## src/logic/ssp_pkg.sv

```systemverilog
package ssp_pkg;
    localparam logic [6:0] SLAVE_ADDR      = 7'h58;
    localparam logic [7:0] OFS_PWM_RATE    = 8'h05;
    localparam logic [7:0] OFS_SAMP_HIGH   = 8'h06;
    localparam logic [7:0] OFS_SAMP_LOW    = 8'h07;
    localparam logic [7:0] RST_PWM_RATE    = 8'h00;
    localparam logic [7:0] RST_SAMP_HIGH   = 8'h00;
    localparam logic [7:0] RST_SAMP_LOW    = 8'h01;
    localparam int         SAMPLE_PRESCALE = 8;
    localparam int         PWM_TICKS       = 4096;
    localparam int         BITS_PER_BYTE   = 8;

    typedef enum logic [2:0] {
        ST_IDLE = 3'b000,
        ST_ADDR = 3'b001,
        ST_ACK  = 3'b010,
        ST_RX   = 3'b011,
        ST_TX   = 3'b100,
        ST_MACK = 3'b101
    } link_state_e;
endpackage

```

## src/logic/wr_if.sv

```systemverilog
`timescale 1ns/10ps
`default_nettype none
interface wr_if;
    logic       valid;
    logic       ready;
    logic [7:0] addr;
    logic [7:0] data;
    modport src (output valid, output addr, output data, input ready);
    modport dst (input valid, input addr, input data, output ready);
endinterface
`default_nettype wire

```

## src/logic/wr_buffer.sv

```systemverilog
`timescale 1ns/10ps
`default_nettype none
// two-entry skid buffer for register writes
module wr_buffer (
    input  wire logic core_clk,
    input  wire logic rstn,
    wr_if.dst         in_w,
    wr_if.src         out_w
);
    logic [15:0] mem [2];
    logic        wptr;
    logic        rptr;
    logic [1:0]  count;
    logic        push;
    logic        pop;

    assign in_w.ready  = (count != 2'd2);
    assign out_w.valid = (count != 2'd0);
    assign out_w.addr  = mem[rptr][15:8];
    assign out_w.data  = mem[rptr][7:0];
    assign push = in_w.valid && in_w.ready;
    assign pop  = out_w.valid && out_w.ready;

    always_ff @(posedge core_clk) begin
        if (push) begin
            mem[wptr] <= {in_w.addr, in_w.data};
        end
    end

    always_ff @(posedge core_clk or negedge rstn) begin
        if (!rstn) begin
            wptr  <= 1'b0;
            rptr  <= 1'b0;
            count <= 2'd0;
        end else begin
            if (push) begin
                wptr <= ~wptr;
            end
            if (pop) begin
                rptr <= ~rptr;
            end
            count <= count + {1'b0, push} - {1'b0, pop};
        end
    end
endmodule
`default_nettype wire

```

## src/logic/serial_slave_port.sv

```systemverilog
`timescale 1ns/10ps
`default_nettype none
// Contract
// - slave only, receives and transmits, up to 100 kbit/s, never initiates
// - data pin only pulled low; a one releases it
// - idle bus: neither party pulls clock or data low
// - start is data falling while clock high; resets receive state
// - stop is data rising while clock high; device returns idle
// - bus busy from start until stop; repeated start keeps it busy
// - repeated start handled as ordinary start, new address phase
// - take part only when address matches own address
// - transmit only on master read, receive otherwise
// - sample tick at clock divided by eight times sample divisor
// - sample divisor is {reg 0x06, reg 0x07}, 0x06 upper
// - pwm period 4096 ticks of clock divided by pwm setting plus one
// - address 0x58 acknowledged; lsb one reads, zero writes
// - bytes msb first then acknowledge; data changes while clock low
// - write: address, register address, data, each acked, then stop
// - read: write register address, repeated start read, byte, nack, stop
module serial_slave_port (
    // clock and reset
    input  wire logic  core_clk,
    input  wire logic  rstn,
    // two-wire bus
    input  wire logic  scl_in,
    input  wire logic  host_data_pin_in,
    output logic       host_data_pin_out,
    output logic       host_data_pin_oe_n,
    // status and timebase
    output logic       bus_busy,
    output logic       sensor_sample_tick,
    output logic       pwm_period_tick,
    output logic [7:0] pwm_rate_divider,
    output logic [15:0] sample_rate_divider
);
    import ssp_pkg::*;

    logic [1:0]  scl_sync;
    logic [1:0]  sda_sync;
    logic        scl_q;
    logic        sda_q;
    logic        scl_rise;
    logic        scl_fall;
    logic        start_det;
    logic        stop_det;
    link_state_e state;
    logic [2:0]  bit_cnt;
    logic        byte_done;
    logic [7:0]  shift;
    logic        is_read;
    logic        first_data;
    logic [7:0]  reg_ptr;
    logic        drive_low;
    logic        busy;
    logic        addr_match;
    logic [7:0]  rd_byte;
    logic [7:0]  reg_pwm;
    logic [7:0]  reg_samp_high;
    logic [7:0]  reg_samp_low;
    logic [18:0] samp_cnt;
    logic [7:0]  pre_cnt;
    logic [11:0] tick_cnt;

    wr_if wq_in ();
    wr_if wq_out ();

    always_ff @(posedge core_clk or negedge rstn) begin
        if (!rstn) begin
            scl_sync <= 2'b11;
            sda_sync <= 2'b11;
            scl_q    <= 1'b1;
            sda_q    <= 1'b1;
        end else begin
            scl_sync <= {scl_sync[0], scl_in};
            sda_sync <= {sda_sync[0], host_data_pin_in};
            scl_q    <= scl_sync[1];
            sda_q    <= sda_sync[1];
        end
    end

    assign scl_rise = scl_sync[1] && !scl_q;
    assign scl_fall = !scl_sync[1] && scl_q;
    assign start_det = scl_sync[1] && scl_q && sda_q && !sda_sync[1];
    assign stop_det = scl_sync[1] && scl_q && !sda_q && sda_sync[1];
    assign addr_match = (shift[7:1] == SLAVE_ADDR);

    always_comb begin
        unique case (reg_ptr)
            OFS_PWM_RATE:  rd_byte = reg_pwm;
            OFS_SAMP_HIGH: rd_byte = reg_samp_high;
            OFS_SAMP_LOW:  rd_byte = reg_samp_low;
            default:       rd_byte = 8'h00;
        endcase
    end

    always_ff @(posedge core_clk or negedge rstn) begin
        if (!rstn) begin
            busy <= 1'b0;
        end else if (start_det) begin
            busy <= 1'b1;
        end else if (stop_det) begin
            busy <= 1'b0;
        end
    end

    always_ff @(posedge core_clk or negedge rstn) begin
        if (!rstn) begin
            state      <= ST_IDLE;
            bit_cnt    <= 3'd0;
            byte_done  <= 1'b0;
            shift      <= 8'h00;
            is_read    <= 1'b0;
            first_data <= 1'b0;
            reg_ptr    <= 8'h00;
            drive_low  <= 1'b0;
            wq_in.valid <= 1'b0;
            wq_in.addr <= 8'h00;
            wq_in.data <= 8'h00;
        end else begin
            if (wq_in.valid && wq_in.ready) begin
                wq_in.valid <= 1'b0;
            end
            if (start_det) begin
                state     <= ST_ADDR;
                bit_cnt   <= 3'd0;
                byte_done <= 1'b0;
                drive_low <= 1'b0;
            end else if (stop_det) begin
                state     <= ST_IDLE;
                drive_low <= 1'b0;
            end else begin
                unique case (state)
                    ST_IDLE: ;
                    // msb first sampling on clock rise
                    ST_ADDR, ST_RX: begin
                        if (scl_rise) begin
                            shift     <= {shift[6:0], sda_sync[1]};
                            bit_cnt   <= bit_cnt + 3'd1;
                            byte_done <= (bit_cnt == 3'd7);
                        end else if (scl_fall && byte_done) begin
                            // eighth bit done; shift holds the byte
                            byte_done <= 1'b0;
                            drive_low <= 1'b1;
                            state     <= ST_ACK;
                            if (state != ST_ADDR) begin
                                if (first_data) begin
                                    reg_ptr    <= shift;
                                    first_data <= 1'b0;
                                end else begin
                                    wq_in.valid <= 1'b1;
                                    wq_in.addr  <= reg_ptr;
                                    wq_in.data  <= shift;
                                    reg_ptr     <= reg_ptr + 8'd1;
                                end
                            end else if (addr_match) begin
                                is_read    <= shift[0];
                                first_data <= !shift[0];
                            end else begin
                                drive_low <= 1'b0;
                                state     <= ST_IDLE;
                            end
                        end
                    end
                    ST_ACK: begin
                        if (scl_fall) begin
                            bit_cnt <= 3'd0;
                            if (is_read) begin
                                shift     <= {rd_byte[6:0], 1'b0};
                                drive_low <= !rd_byte[7];
                                bit_cnt   <= 3'd1;
                                state     <= ST_TX;
                            end else begin
                                drive_low <= 1'b0;
                                state     <= ST_RX;
                            end
                        end
                    end
                    ST_TX: begin
                        if (scl_fall) begin
                            if (bit_cnt == 3'd0) begin
                                drive_low <= 1'b0;
                                reg_ptr   <= reg_ptr + 8'd1;
                                state     <= ST_MACK;
                            end else begin
                                drive_low <= !shift[7];
                                shift     <= {shift[6:0], 1'b0};
                                bit_cnt   <= bit_cnt + 3'd1;
                            end
                        end
                    end
                    ST_MACK: begin
                        if (scl_rise) begin
                            state <= sda_sync[1] ? ST_IDLE : ST_ACK;
                        end
                    end
                    default: state <= ST_IDLE;
                endcase
            end
        end
    end

    wr_buffer u_wr_buffer (
        .core_clk (core_clk),
        .rstn     (rstn),
        .in_w     (wq_in.dst),
        .out_w    (wq_out.src)
    );

    assign wq_out.ready = 1'b1;

    // register file, divisor halves
    always_ff @(posedge core_clk or negedge rstn) begin
        if (!rstn) begin
            reg_pwm       <= RST_PWM_RATE;
            reg_samp_high <= RST_SAMP_HIGH;
            reg_samp_low  <= RST_SAMP_LOW;
        end else if (wq_out.valid) begin
            unique case (wq_out.addr)
                OFS_PWM_RATE:  reg_pwm <= wq_out.data;
                OFS_SAMP_HIGH: reg_samp_high <= wq_out.data;
                OFS_SAMP_LOW:  reg_samp_low <= wq_out.data;
                default: ;
            endcase
        end
    end

    always_ff @(posedge core_clk or negedge rstn) begin
        if (!rstn) begin
            samp_cnt           <= 19'd0;
            sensor_sample_tick <= 1'b0;
        end else if (samp_cnt + 19'd1 >= {reg_samp_high, reg_samp_low, 3'b000}) begin
            samp_cnt           <= 19'd0;
            sensor_sample_tick <= 1'b1;
        end else begin
            samp_cnt           <= samp_cnt + 19'd1;
            sensor_sample_tick <= 1'b0;
        end
    end

    always_ff @(posedge core_clk or negedge rstn) begin
        if (!rstn) begin
            pre_cnt         <= 8'h00;
            tick_cnt        <= 12'h000;
            pwm_period_tick <= 1'b0;
        end else begin
            pwm_period_tick <= 1'b0;
            if (pre_cnt >= reg_pwm) begin
                pre_cnt  <= 8'h00;
                tick_cnt <= tick_cnt + 12'd1;
                if (tick_cnt == 12'(PWM_TICKS - 1)) begin
                    pwm_period_tick <= 1'b1;
                end
            end else begin
                pre_cnt <= pre_cnt + 8'd1;
            end
        end
    end

    // registered outputs; released when idle, no clock drive
    always_ff @(posedge core_clk or negedge rstn) begin
        if (!rstn) begin
            host_data_pin_out   <= 1'b0;
            host_data_pin_oe_n  <= 1'b1;
            bus_busy            <= 1'b0;
            pwm_rate_divider    <= RST_PWM_RATE;
            sample_rate_divider <= {RST_SAMP_HIGH, RST_SAMP_LOW};
        end else begin
            host_data_pin_out   <= 1'b0;
            host_data_pin_oe_n  <= !drive_low;
            bus_busy            <= busy;
            pwm_rate_divider    <= reg_pwm;
            sample_rate_divider <= {reg_samp_high, reg_samp_low};
        end
    end
endmodule
`default_nettype wire

```

## config.mk

```make
export PLATFORM = sky130hd
export DESIGN_NAME = serial_slave_port
export DESIGN_NICKNAME = d
export VERILOG_FILES = /design/src/logic/ssp_pkg.sv /design/src/logic/wr_if.sv /design/src/logic/wr_buffer.sv /design/src/logic/serial_slave_port.sv
export SDC_FILE = /design/constraint.sdc
export NUM_CORES = 1
export LEC_CHECK = 0
export BUFFER_PORTS_ARGS = -buffer_cell sky130_fd_sc_hd__clkbuf_2
export CAP_MARGIN = 5
export CORE_ASPECT_RATIO = 1.1
export CORE_MARGIN = 8
export CORE_UTILIZATION = 58
export CTS_BUF_LIST = sky130_fd_sc_hd__clkbuf_2
export DETAILED_ROUTE_END_ITERATION = 6
export PLACE_DENSITY = 0.79
export SYNTH_ARGS = -nofsm -noshare
export SYNTH_HDL_FRONTEND = slang
export SYNTH_SLANG_ARGS = --single-unit
```

## constraint.sdc

```tcl
create_clock -name core_clk -period 2.7 [get_ports core_clk]
set_input_delay 0.27 -clock core_clk [delete_from_list [all_inputs] [get_ports core_clk]]
set_output_delay 0.27 -clock core_clk [all_outputs]
set_load 0.1 [all_outputs]
```

== Yosys cells after proc, flatten, opt, wreduce, memory -nomap -nowiden ==
Memory sizes are Yosys's and may differ from the RTL's.
Index checks and enable logic that the tools add are counted.
W data, S select, Z words.

* Register bits after elaboration: 145
* Bits in latches: 0
* Memory bits (writable): 32
* Bits in read-only memories: 0
* Input bits: 4
* Word-level logic and storage cells: 196
* Memories: 1

{| class="wikitable"
|+ Memory list
! name !! depth !! bits a word !! rd ports !! clocked after memory_dff !! write ports !! RTL line !! RTL
|-
| u_wr_buffer.mem || 2 || 16 || 1 || 0 || 1 || wr_buffer.sv:10 || <nowiki>logic [15:0] mem [2];</nowiki>
|}

* $add $sub $neg: 7
* Multiply operators: 0
* Divide/modulo/power cells: 0
* $lt $le $gt $ge: 2
* Equal/unequal tests: 37
* Shift operators: 0
* Multiplexer cells: 70
* Bitwise operators: 7
* Reduce and logical (&&, ||, !) cells: 41

{| class="wikitable"
|+ Operators with widths
! kind !! count
|-
| $mux W8 || 12
|-
| $eq A8 B3 Y1 const B || 6
|-
| $pmux W8 S3 || 2
|-
| $mux W3 || 15
|-
| $mux W1 || 33
|-
| $ne A4 B4 Y1 const B || 6
|-
| $ne A2 B2 Y1 const B || 11
|-
| $reduce_and A7 Y1 || 3
|-
| $add A19 B1 Y19 const B || 1
|-
| $ge A19 B19 Y1 || 1
|-
| $mux W19 || 1
|-
| $add A8 B1 Y8 const B || 2
|-
| $pmux W8 S2 || 1
|-
| $reduce_and A8 Y1 || 2
|-
| $ne A3 B3 Y1 const B || 5
|-
| $pmux W3 S5 || 1
|-
| $add A12 B1 Y12 const B || 1
|-
| $eq A12 B12 Y1 const B || 1
|-
| $reduce_and A6 Y1 || 2
|-
| $reduce_bool A2 Y1 || 5
|-
| $eq A3 B3 Y1 const B || 3
|-
| $logic_and A1 B1 Y1 || 9
|-
| $pmux W3 S3 || 1
|-
| $ge A8 B8 Y1 || 1
|-
| 19 further kinds || 39
|}

== Depth between registers and ports, before layout ==
Gate-level depths: netlist of the first run.

* Depth in word-level cells: 10
* Gate-level depth with buffers: 12
* Gate-level depth less buffers: 11

== By module ==
Synthesis of the first run repeated with hierarchy kept, for this count alone.

* Cells, all modules: 655
* Area, all modules: 8,101.5 sq um

{| class="wikitable"
|+ By module, submodules not included
! module !! instances !! cells each !! area each (sq um) !! seq. area each (sq um)
|-
| serial_slave_port || 1 || 588 || 6,739.0 || 3,539.6
|-
| wr_buffer || 1 || 67 || 1,362.6 || 1,061.0
|}

== Least setup slack after synthesis of the first run ==
OpenSTA, ideal clock, no wires.

* Kind: register -> register
* Start: register samp_cnt[0]
* End: register samp_cnt[10]
* Setup time: 0.074 ns
* Data arrival time: 2.769 ns
* Path slack: -0.142 ns
* Cell stages (with the launch flop): 13
* Buffers on the path: 1
* Cells stage by stage: dfrtp_1 -> ha_1 -> nand2_1 -> nor3_1 -> nand2_1 -> xnor2_1 -> ha_1 -> a21o_1 -> a21o_1 -> a2111oi_0 -> o32ai_1 -> clkbuf_1 -> nor2b_1

* Word-level cells in the longest chain between the ends: 3

{| class="wikitable"
|+ Ends and longest elaborated chain
! element !! RTL line !! RTL
|-
| from (decl) || serial_slave_port.sv:60 || <nowiki>logic [18:0] samp_cnt;</nowiki>
|-
| from (signal assigned) || serial_slave_port.sv:235 || <nowiki>samp_cnt <= samp_cnt + 19'd1;</nowiki>
|-
| $add A19 B1 Y19 * || serial_slave_port.sv:231, serial_slave_port.sv:235 ||
|-
| $ge A19 B19 Y1 || serial_slave_port.sv:231 || <nowiki>end else if (samp_cnt + 19'd1 >= {reg_samp_high, reg_samp_low, 3'b000}) begin</nowiki>
|-
| $mux W19 * || serial_slave_port.sv:231 ||
|}

Every way passes the cells marked *; elsewhere a longest branch is shown, timed or not.
A chain may end at the register's enable or synchronous reset.

== Worst setup path after layout of the first run ==
* Start: register samp_cnt[0]
* End: register samp_cnt[7]

Same word-level chain as after synthesis.

==> results of run 1 <==
## flip-flops by register name, summed over array words and instances (netlist names), 12 cells and up
register / cells
tick_cnt: 12
sample_rate_divider: 16
samp_cnt: 19
u_wr_buffer.mem: 32
## layout make-up
cell class,count,area [sq um]
clock buffers,17,85.1
repair buffers,77,582
clock inverters,15,263
well taps,188,235
inverters,42,158
multi-input cells,421,3350
fillers,952,4350
flip-flops and latches,177,4600
## worst register-to-register path, cell delays in order, from the launching register on
cell and delay [ns]:
dfrtp_1 0.42, ha_2 0.22, nand2_4 0.07, nor3_4 0.20
buf_4 0.18, and3_1 0.18, xor2_1 0.28, ha_1 0.33
nand4_1 0.17, nor4_4 0.06, a2111oi_4 0.21, o32ai_2 0.11
buf_4 0.18, clkbuf_16 0.17, nor2b_1 0.17
## synthesized netlist by cell type, types with 4 or more instances
cell       number
a2111oi_0       5
a211oi_1        4
a21o_1          7
a21oi_1        23
a221oi_1        7
a22oi_1         7
a31oi_1         5
and3_1         11
buf_2           5
clkbuf_1       15
dfrtp_1       136
dfstp_2         9
edfxtp_1       32
ha_1           33
inv_1          41
mux2_2         42
mux2_4          9
nand2_1        37
nand2b_1        7
nand3_1        26
nand4_1        11
nor2_1         35
nor2_2          4
nor2b_1        21
nor3_1          6
nor4_1          4
o211ai_1        4
o21ai_0        17
o21ai_1         5
o22ai_1         5
xnor2_1        16
xor2_1         21
## per-stage QoR
| stage | cell area [sq um] | hold WS [ns] |
|---|---|---|
| final | 9270 | 0.111 |
| after global routing | 9270 | 0.0635 |
| after CTS | 9010 | 0.0745 |
| after detailed placement | 8580 | 0.348 |
| after global placement | 8580 | 0.349 |
| after floorplan | 7990 | -0.0256 |
## placed cells by master, fill, tap and decap left out, types with 23 or more instances in the layout
master / instances
nor2_1: 33
mux2_2: 42
buf_4: 37
edfxtp_1: 32
nand3_1: 24
inv_1: 41
dfrtp_1: 136
a21oi_1: 23
nand2_1: 34
ha_1: 30
clkbuf_2: 47
## cells by family after synthesis
kind of cell    Yosys count  share of synthesized area
compound gates          110                     0.0941
xor+xnor                 37                     0.0406
fa+ha+maj                33                     0.0517
buf+inv                  65                     0.0327
flops                   177                      0.576
mux                      53                     0.0786
other cells               1                   0.000469
simple gates            187                      0.126
## per-layer routing
layer  track usage  wire length, microns
met1         0.224                  6910
met2         0.334                  8910
met3        0.0450                  1020
met4        0.0633                   608
met5             0                     0
## power by group through the flow
stage	logic [W]	registers (W)	clock network, W
after floorplan	0.000479	0.00304	0
after detailed placement	0.000654	0.00308	0
after global routing	0.000746	0.00305	0.00190
after global placement	0.000626	0.00307	0
after CTS	0.000670	0.00303	0.00180
final	0.000666	0.00304	0.00178
## what timing repair did
item,in CTS,in global routing
endpoints found under the setup margin,20,20
pin swaps,5,3
gates cloned,0,2
resized for setup,12,24
hold buffers,3,0
buffers inserted,0,7
endpoints found under the hold margin,82,0
## worst paths after layout
check	slack, ns	cells after the start	from	to
setup / recovery	-0.28	14	samp_cnt[0]	samp_cnt[7]
hold / removal	0.11	2	rstn	reg_samp_high[4]
setup reg to reg	-0.28	14	samp_cnt[0]	samp_cnt[7]
hold reg to reg	0.37	0	sda_sync[0]	sda_sync[1]
max in group asynchronous	1.77	3	rstn	host_data_pin_oe_n
min in group core_clk	0.14	2	scl_in	scl_sync[0]
==> summary.txt, run 1 <==
Worst setup path
  – CP peak stage delay: 0.42 ns
  – Crit path arrival time: 3.68 ns
  – CP endpoint kind: flop
  – Crit path max fanout: 10
  – Startpoint Class: flop
  – Crit path cell chain: ha_2 -> nand2_4 -> nor3_4 -> buf_4 -> and3_1 -> xor2_1 -> ha_1 -> nand4_1 -> nor4_4 -> a2111oi_4 -> o32ai_2 -> buf_4 -> clkbuf_16 -> nor2b_1
  – Setup CP Type: reg -> reg
  – Slowest CP cell: dfrtp_1
  – Crit-path most repeated cell: buf_4
  – CP delay by family, top: simple AND/OR/NAND/NOR gates
  – Critical path buffers and inverters: 3
  – Data required, critical path: 3.39 ns

Synthesis
  – Synth Instances: between 600 and 700
  – Post-synth ARST share: 0.819
  – Mapped cell area: 7990 sq um
  – Top FF cell, synth: dfrtp_1
  – Syn_nets: 700
  – Synth Warn #: 0
  – Register area share after synthesis: 0.576
  – EDFF count, synth: 32
  – Yosys top cell area share: 0.426
  – Top cells by area, synth: dfrtp_1, edfxtp_1, mux2_2
  – Mean Syn Cell Area: 12.0 sq um
  – Largest area contributor in the netlist: dfrtp_1
  – Yosys reg bits: 177
  – Cell variety after synth: 68

Power
  – Comb power frac: 0.121
  – Pleak: 4.17 nW
  – Switching share of total power: 0.275
  – Cell Int Power: between 0.003 and 0.004 W
  – Maximum vdd ir drop: 0.466 mV
  – Tot Pwr: 0.00549 W
  – Clk pwr share: 0.325
  – Power per cell area: 592 nW/um^2
  – P_sw: 0.00151 W
  – Sequential Power Share: 0.554

Detailed routing
  – Drt wl/cell: between 15 and 20 microns
  – DR iter-0 viols: 440
  – Post-Route WL: 17,500 microns
  – DR vias/cell: 5.96
  – Via Count: 5,580
  – DRC Markers: 0
  – Initial DRT Pass Iterations: 6
  – Final ANT Viol Nets: 0

Clock tree
  – CTS tree: done
  – H-tree depth: 4
  – Worst-path clk slew: 0.26 ns
  – Num CTS Buffers: 17
  – Clock latency on the worst-skew pair: 0.75 ns
  – CTS Root Cell: clkbuf_2
  – Worst-case clock buffer depth: 2
  – Clock sinks: approximately 180

STA
  – Final Hold Viols: 0
  – RSZ-0062 raised after global routing: yes
  – Achievable clock frequency: 335 MHz
  – Setup WS post-layout: -0.283 ns
  – Final setup violation count: 20
  – Clock Skew: 0.0374 ns
  – Max transition margin: 0.486
  – Measured slew at the worst slew-check pin: 0.771 ns
  – Setup TNS: -4.92 ns
  – Post-route clock period utilization: 1.10
  – Max-slew violation count: 0
  – Period minus WS final: between 2 and 3 ns

Die
  – Core footprint: about 14,000 sq um
  – Die span in x: 128 microns
  – Initial Utilization: 0.586
  – Die H: 139 microns
  – Rows: 45
  – Ports: 33
  – Die area: around 18,000 sq um

Finish
  – Utilization after layout: 0.681
  – Layout net count: 773
  – N_diodes: 0
  – Synthesis-to-layout area growth: 16.1%
  – Fin cells: roughly 940
  – Share of layout cells above drive strength 1: 0.270

Place
  – GP Congestion: 0.861
  – HPWL Detailed: about 12,000 microns
  – Place WS: -0.272 ns
  – Placed cells: 894
  – Number of I/O port buffers: 31

Global routing
  – Pin count of the biggest net entering global routing: 84
  – Number of global-route vias before repair: approximately 5.5k
  – GRT Util Overall: 0.191
  – Global-route wire length before repair: approximately 27,000 microns
  – Initial antenna violation count: 0
  – Grt total ovfl: 0

Flow run
  – Max_cap viols: 0

Outcome
  – Outcome: finished with violations
  – Failing checks: negative setup slack

Worst hold path
  – Hold Crit Class: in -> async
No activity file was read; power rests on OpenSTA's default activity.
==> run 2, diff against run 1 <==
Settings changed: CORE_UTILIZATION 58 to 49, PLACE_DENSITY 0.79 to 0.68.
==> run 2 against run 1 <==
  * The flow still finishes with violations (negative setup slack)
  * Cell count is 2.6% higher
  * Clock power down 33%
  * First-iteration DRC count fell by 19%
  * Worst setup slack better by 0.0040 ns
  * Combinational power increased by 3.5%
  * Maximum frequency grew 0.13%
  * Die area rose by 16%
  * Wire length down 1.4%
  * Sequential power about the same
  * Final area fell by 1.0%
  * Critical endpoint is now samp_cnt[5]
==> summary.txt, run 2 (same netlist as run 1, synthesis figures left out) <==
Clock tree
  – Worst-path clk slew: 0.24 ns (-0.02 ns)
  – Worst-case clock buffer depth: 2 (unchanged)
  – CTS Root Cell: clkbuf_2
  – CTS tree: done
  – Clock latency on the worst-skew pair: 0.75 ns (about the same)
  – Num CTS Buffers: 17 (unchanged)
  – Clock sinks: 177 (unchanged)
  – H-tree depth: 4 (unchanged)

Finish
  – Top flop regs: u_wr_buffer.mem x32, samp_cnt x19, sample_rate_divider x16
  – Share of layout cells above drive strength 1: 0.279 (+0.00941)
  – Synthesis-to-layout area growth: 14.9%
  – Fillers: 1,348 (+42%)
  – Largest Register: u_wr_buffer.mem
  – Finished Cell Area: 9180 sq um (-1.0%)
  – Commonest cells after routing, fill and taps aside: dfrtp_1, clkbuf_2, buf_4
  – Most common cell after layout, fill and taps aside: dfrtp_1
  – Layout net count: 780 (+0.91%)
  – Max reg flops: 32 (unchanged)

Worst setup path
  – Startpoint Class: flop
  – Crit path arrival time: 3.62 ns (-0.06 ns)
  – Crit Reg-Reg Endpoint: samp_cnt[5]
  – CP peak stage delay: 0.48 ns (+0.06 ns)
  – Crit path cell chain: ha_4 -> nand2_4 -> nor3_4 -> buf_6 -> xor2_2 -> ha_1 -> nand4_1 -> buf_4 -> nor4_4 -> a2111oi_4 -> o32ai_2 -> buf_4 -> buf_6 -> nor2b_1
  – CP endpoint kind: flop
  – Worst Reg-to-Reg Cells: 14 (unchanged)
  – Setup CP Type: reg -> reg
  – Worst R2R Setup Slack: -0.28 ns (about the same)
  – Data required, critical path: 3.34 ns (-0.05 ns)
  – Worst r2r src: samp_cnt[0]
  – Slowest CP cell: dfrtp_1
  – Crit path max fanout: 5 (-5)

Die
  – Rows: 49 (+8.9%)
  – Ports: 33 (unchanged)
  – Die area: 20,700 sq um (+16%)
  – Die span in x: 138 microns (+7.7%)
  – Initial Utilization: 0.494 (-0.0927)
  – Core footprint: 16,200 sq um (+19%)
  – Die H: 150 microns (+7.8%)

STA
  – Final setup violation count: 20 (unchanged)
  – Max-slew violation count: 0 (unchanged)
  – Clock Skew: 0.0490 ns (+0.0116 ns)
  – Measured slew at the worst slew-check pin: 0.819 ns (+0.0486 ns)
  – Post-route clock period utilization: 1.10 (-0.00147)
  – Setup WS post-layout: -0.279 ns (+0.00397 ns)
  – Period minus WS final: 2.98 ns (-0.00397 ns)
  – Achievable clock frequency: 336 MHz (+0.13%)
  – RSZ-0062 raised after global routing: yes
  – Final Hold Viols: 0 (unchanged)
  – Max transition margin: 0.454 (-0.0324)
  – Worst Hold Slack: 0.0732 ns (-0.0377 ns)
  – Setup TNS: -4.28 ns (+0.641 ns)

Global routing
  – Number of global-route vias before repair: 5,588 (+1.3%)
  – Initial antenna violation count: 1 (+1)
  – Global-route wire length before repair: 28,200 microns (+3.8%)
  – Pin count of the biggest net entering global routing: 65 (-23%)
  – GRT Util Overall: 0.174 (-0.0165)
  – Grt total ovfl: 0 (unchanged)

Detailed routing
  – Post-Route WL: 17,200 microns (-1.4%)
  – DRC Markers: 0 (unchanged)
  – DR iter-0 viols: 357 (-19%)
  – Via Count: 5,390 (-3.4%)
  – DR vias/cell: 5.61 (-5.8%)
  – Drt wl/cell: 17.9 microns (-3.9%)
  – Final ANT Viol Nets: 0 (unchanged)
  – Initial DRT Pass Iterations: 4 (-2)

Power
  – Clk pwr share: 0.242 (-0.083)
  – Comb power frac: 0.141 (+0.020)
  – P_sw: 0.00145 W (-3.9%)
  – Pleak: 4.16 nW (-0.44%)
  – Sequential Power Share: 0.617 (+0.063)
  – Tot Pwr: 0.00490 W (-11%)
  – Cell Int Power: 0.00345 W (-13%)
  – Power per cell area: 533 nW/um^2 (-9.8%)
  – Maximum vdd ir drop: 0.407 mV (-13%)
  – Switching share of total power: 0.296 (+0.0212)

Place
  – GP Congestion: 0.895 (+3.9%)
  – Number of I/O port buffers: 31 (unchanged)
  – Place WS: -0.203 ns (+0.0690 ns)
  – HPWL Detailed: 11,700 microns (+1.2%)
  – Placed cell area: 8600 sq um (+0.18%)

Worst hold path
  – Hold Crit Class: in -> async

Outcome
  – Failing checks: negative setup slack
  – Outcome: finished with violations

Flow run
  – Max_cap viols: 0 (unchanged)
[run 2: cell count changes in the layout (fill, tap and decap cells not counted), moves of 3 or more]
cell and delta:
buf_4 +8, clkbuf_2 +6, bufinv_16 -6, xnor2_1 -3
clkinvlp_4 -4, nor2b_1 -4, clkinv_1 +3
[run 2: cell type report]
type / instances / area, sq um / share of cell area
Multi-Input combinational cell: 421 / 3380 / 0.369
Tap cell: 204 / 255 / 0.0278
Clock inverter: 9 / 70.1 / 0.00763
Timing Repair Buffer: 84 / 594 / 0.0648
Inverter: 42 / 158 / 0.0172
Antenna cell: 1 / 2.50 / 0.000273
Sequential cell: 177 / 4600 / 0.501
Clock buffer: 23 / 115 / 0.0125
[run 2: stage by stage]
step	util	instances
finish	0.567	961
global route	0.567	961
CTS	0.559	955
detailed placement	0.531	911
global placement	0.531	911
floorplan	-	663
[run 2: repair_timing]
action | CTS | global route
pin swaps | 12 | 8
setup buffers | 7 | 6
hold buffers | 3 | 0
endpoints found under the setup margin | 20 | 20
gates cloned | 2 | 0
resized for setup | 34 | 17
endpoints found under the hold margin | 140 | 0
[run 2: worst max-delay path by stage]
| stage | cells past startpoint | startpoint | end |
|---|---|---|---|
| floorplan | 12 | samp_cnt[0] | samp_cnt[10] |
| global placement | 12 | samp_cnt[0] | samp_cnt[12] |
| detailed placement | 12 | samp_cnt[0] | samp_cnt[10] |
| CTS | 14 | samp_cnt[0] | samp_cnt[5] |
| global route | 14 | samp_cnt[0] | samp_cnt[5] |
| finish | 14 | samp_cnt[0] | samp_cnt[5] |
[run 2: metal layers]
metal	vias to the layer above	part of all wire	GRT usage	routed length [microns]
met4	0	0.027	0.0715	461
met3	38	0.036	0.0326	623
met1	2708	0.43	0.212	7350
met2	107	0.51	0.297	8770
li1	2537	-	-	-
met5	-	0	0	0
[run 2: power groups by stage]
stage	Sequential (W)	Combinational [W]	Clock [W]
5_1_grt	0.00304	0.000766	0.00132
2_1_floorplan	0.00304	0.000479	0
3_3_place_gp	0.00306	0.000660	0
3_5_place_dp	0.00307	0.000686	0
4_1_cts	0.00302	0.000691	0.00124
6_report	0.00302	0.000689	0.00119
[run 2: critical path: cells and delay by family, from the launching register on]
kind / cells / cell delay (ns)
adder cells (fa/ha/maj): 2 / 0.49
AND/OR/NAND/NOR: 5 / 0.81
AO/OA/AOI/OAI: 2 / 0.35
buffers and inverters: 4 / 0.65
flip-flops: 1 / 0.48
XOR/XNOR: 1 / 0.09
==> run 3, diff against run 2 <==
Settings changed: CTS_BUF_LIST sky130_fd_sc_hd__clkbuf_2 to default.
==> run 3 against run 2 <==
  * The flow still finishes with violations (negative setup slack)
  * Sequential share of layout area shrank 1.7 points
  * Count of clock-buffer cells in the layout grew 5
  * Wire length increased by 0.38%
  * Maximum frequency grew 4.6%
  * Via count decreased by 0.58%
  * Register-to-register slack improved by 0.13 ns
  * Die area is the same
==> summary.txt, run 3 (same netlist as run 1, synthesis figures left out) <==
Outcome
  – Outcome: finished with violations
  – Failing checks: negative setup slack

Die
  – Die span in x: 138 microns (unchanged)
  – Ports: 33 (unchanged)
  – Rows: 49 (unchanged)
  – Core footprint: 16,200 sq um (unchanged)
  – Die area: 20,700 sq um (unchanged)
  – Initial Utilization: 0.494 (unchanged)
  – Die H: 150 microns (unchanged)

Finish
  – Largest Register: u_wr_buffer.mem
  – Area occupied by multi-input gates: 3350 sq um (-0.81%)
  – Share of layout cells above drive strength 1: 0.272 (-0.00722)
  – Utilization after layout: 0.587 (+0.0204)
  – N_diodes: 0 (-1)
  – Commonest cells after routing, fill and taps aside: dfrtp_1, mux2_2, inv_1, buf_4, nand2_1
  – Fin cells: 958 (-0.31%)
  – Fillers: 1,307 (-3.0%)
  – Most common cell after layout, fill and taps aside: dfrtp_1
  – Top flop regs: u_wr_buffer.mem x32, samp_cnt x19, sample_rate_divider x16
  – Max reg flops: 32 (unchanged)
  – Register area: 4600 sq um (unchanged)
  – Synthesis-to-layout area growth: 19.0%
  – Layout net count: 778 (-0.26%)

STA
  – RSZ-0062 raised after global routing: yes
  – Final Hold Viols: 0 (unchanged)
  – Max transition margin: 0.453 (about the same)
  – Clock Skew: 0.00871 ns (-0.0403 ns)
  – Setup WS post-layout: -0.149 ns (+0.131 ns)
  – Measured slew at the worst slew-check pin: 0.820 ns (+0.000477 ns)
  – Achievable clock frequency: 351 MHz (+4.6%)
  – Period minus WS final: 2.85 ns (-0.131 ns)
  – Post-route clock period utilization: 1.06 (-0.0484)
  – Final setup violation count: 20 (unchanged)
  – Max-slew violation count: 0 (unchanged)

Clock tree
  – Clock latency on the worst-skew pair: 0.42 ns (-0.33 ns)
  – H-tree depth: 4 (unchanged)
  – Clock sinks: 177 (unchanged)
  – Worst-path clk slew: 0.06 ns (-0.18 ns)
  – Worst-case clock buffer depth: 2 (unchanged)
  – Num CTS Buffers: 17 (unchanged)
  – CTS tree: done
  – CTS Root Cell: clkbuf_16

Power
  – Power per cell area: 631 nW/um^2 (+18%)
  – Pleak: 4.29 nW (+3.1%)
  – Tot Pwr: 0.00600 W (+23%)
  – Maximum vdd ir drop: 0.508 mV (+25%)

Global routing
  – Initial antenna violation count: 0 (-1)
  – GRT Util Overall: 0.175 (+0.000832)
  – Grt total ovfl: 0 (unchanged)
  – Number of global-route vias before repair: 5,539 (-0.88%)
  – Global-route wire length before repair: 28,300 microns (+0.44%)
  – Pin count of the biggest net entering global routing: 65 (unchanged)

Detailed routing
  – Initial DRT Pass Iterations: 5 (+1)
  – DRC Markers: 0 (unchanged)
  – Post-Route WL: 17,300 microns (+0.38%)
  – Final ANT Viol Nets: 0 (unchanged)
  – DR vias/cell: 5.59 (-0.26%)
  – Via Count: 5,359 (-0.58%)
  – Drt wl/cell: 18.0 microns (+0.70%)
  – DR iter-0 viols: 288 (-19%)

Worst setup path
  – Crit Reg-Reg Endpoint: samp_cnt[5]
  – Worst Reg-to-Reg Cells: 14 (unchanged)
  – Worst R2R Setup Slack: -0.15 ns (+0.13 ns)
  – Data required, critical path: 3.01 ns (-0.33 ns)
  – Crit path max fanout: 5 (unchanged)
  – Startpoint Class: flop
  – CP endpoint kind: flop
  – Crit path arrival time: 3.16 ns (-0.46 ns)
  – Worst r2r src: samp_cnt[0]
  – Setup CP Type: reg -> reg

Place
  – Placed cells: 911 (unchanged)
  – Number of I/O port buffers: 31 (unchanged)
  – GP Congestion: 0.895 (unchanged)
  – HPWL Detailed: 11,700 microns (unchanged)

Worst hold path
  – Hold path start: scl_sync[0]
  – Hold Crit Class: reg -> reg
  – WHS Endpoint: scl_sync[1]
  – Worst Hold Path Cells: 0

Flow run
  – Max_cap viols: 0 (unchanged)
run 3: worst max path at each step:
stage | startpoint | end | slack [ns] | depth (start not counted)
global placement | samp_cnt[0] | samp_cnt[12] | -0.05 | 12
global route | samp_cnt[0] | samp_cnt[5] | -0.24 | 14
CTS | samp_cnt[0] | samp_cnt[5] | -0.08 | 14
floorplan | samp_cnt[0] | samp_cnt[10] | 0.005 | 12
detailed placement | samp_cnt[0] | samp_cnt[10] | -0.20 | 12
finish | samp_cnt[0] | samp_cnt[5] | -0.15 | 14
run 3: area by class of cell:
| class | instances | share of cell area |
|---|---|---|
| flip-flops and latches | 177 | 0.484 |
| multi-input cells | 421 | 0.353 |
| repair buffers | 82 | 0.0617 |
| clock buffers | 28 | 0.0555 |
| well taps | 204 | 0.0268 |
| inverters | 42 | 0.0166 |
| clock inverters | 4 | 0.00263 |
run 3: layer usage:
layer | GRT usage | routed length, microns | vias to the layer above
li1 | - | - | 2533
met1 | 0.217 | 7440 | 2691
met2 | 0.300 | 8900 | 111
met3 | 0.0359 | 665 | 24
met4 | 0.0543 | 273 | 0
met5 | 0 | 0 | -
run 3: metrics by stage:
| stage | setup slack, ns | hold slack (ns) | setup TNS (ns) | instance area (sq um) |
|---|---|---|---|---|
| floorplan | 0.00538 | -0.0256 | 0 | 7990 |
| global placement | -0.0474 | 0.303 | -0.744 | 8600 |
| detailed placement | -0.203 | 0.310 | -3.16 | 8600 |
| CTS | -0.0796 | 0.357 | -1.07 | 9380 |
| global route | -0.242 | 0.361 | -4.23 | 9510 |
| finish | -0.149 | 0.356 | -2.50 | 9510 |
run 3: critical path, cell delays in order (launching register included):
cell       delay (ns)
dfrtp_1          0.42
nand3_2          0.11
nor3_2           0.20
buf_4            0.16
buf_6            0.10
nand3_4          0.06
xnor2_2          0.15
ha_1             0.31
nand4_1          0.16
nor4_4           0.40
a2111oi_4        0.06
o32ai_2          0.25
buf_4            0.20
buf_6            0.12
nor2b_1          0.04
run 3: timing repair:
action / CTS / global route
hold buffers: 3 / 0
endpoints found under the hold margin: 56 / 0
endpoints found under the setup margin: 20 / 20
resized for setup: 31 / 16
pin swaps: 13 / 6
buffers inserted: 6 / 4
gates cloned: 2 / 0
run 3: report_power, final:
group	total [W]	switching [W]	internal (W)
Clock	0.00229	0.000957	0.00133
Combinational	0.000689	0.000425	0.000263
Sequential	0.00302	0.000177	0.00284
Total	0.00600	0.00156	0.00444
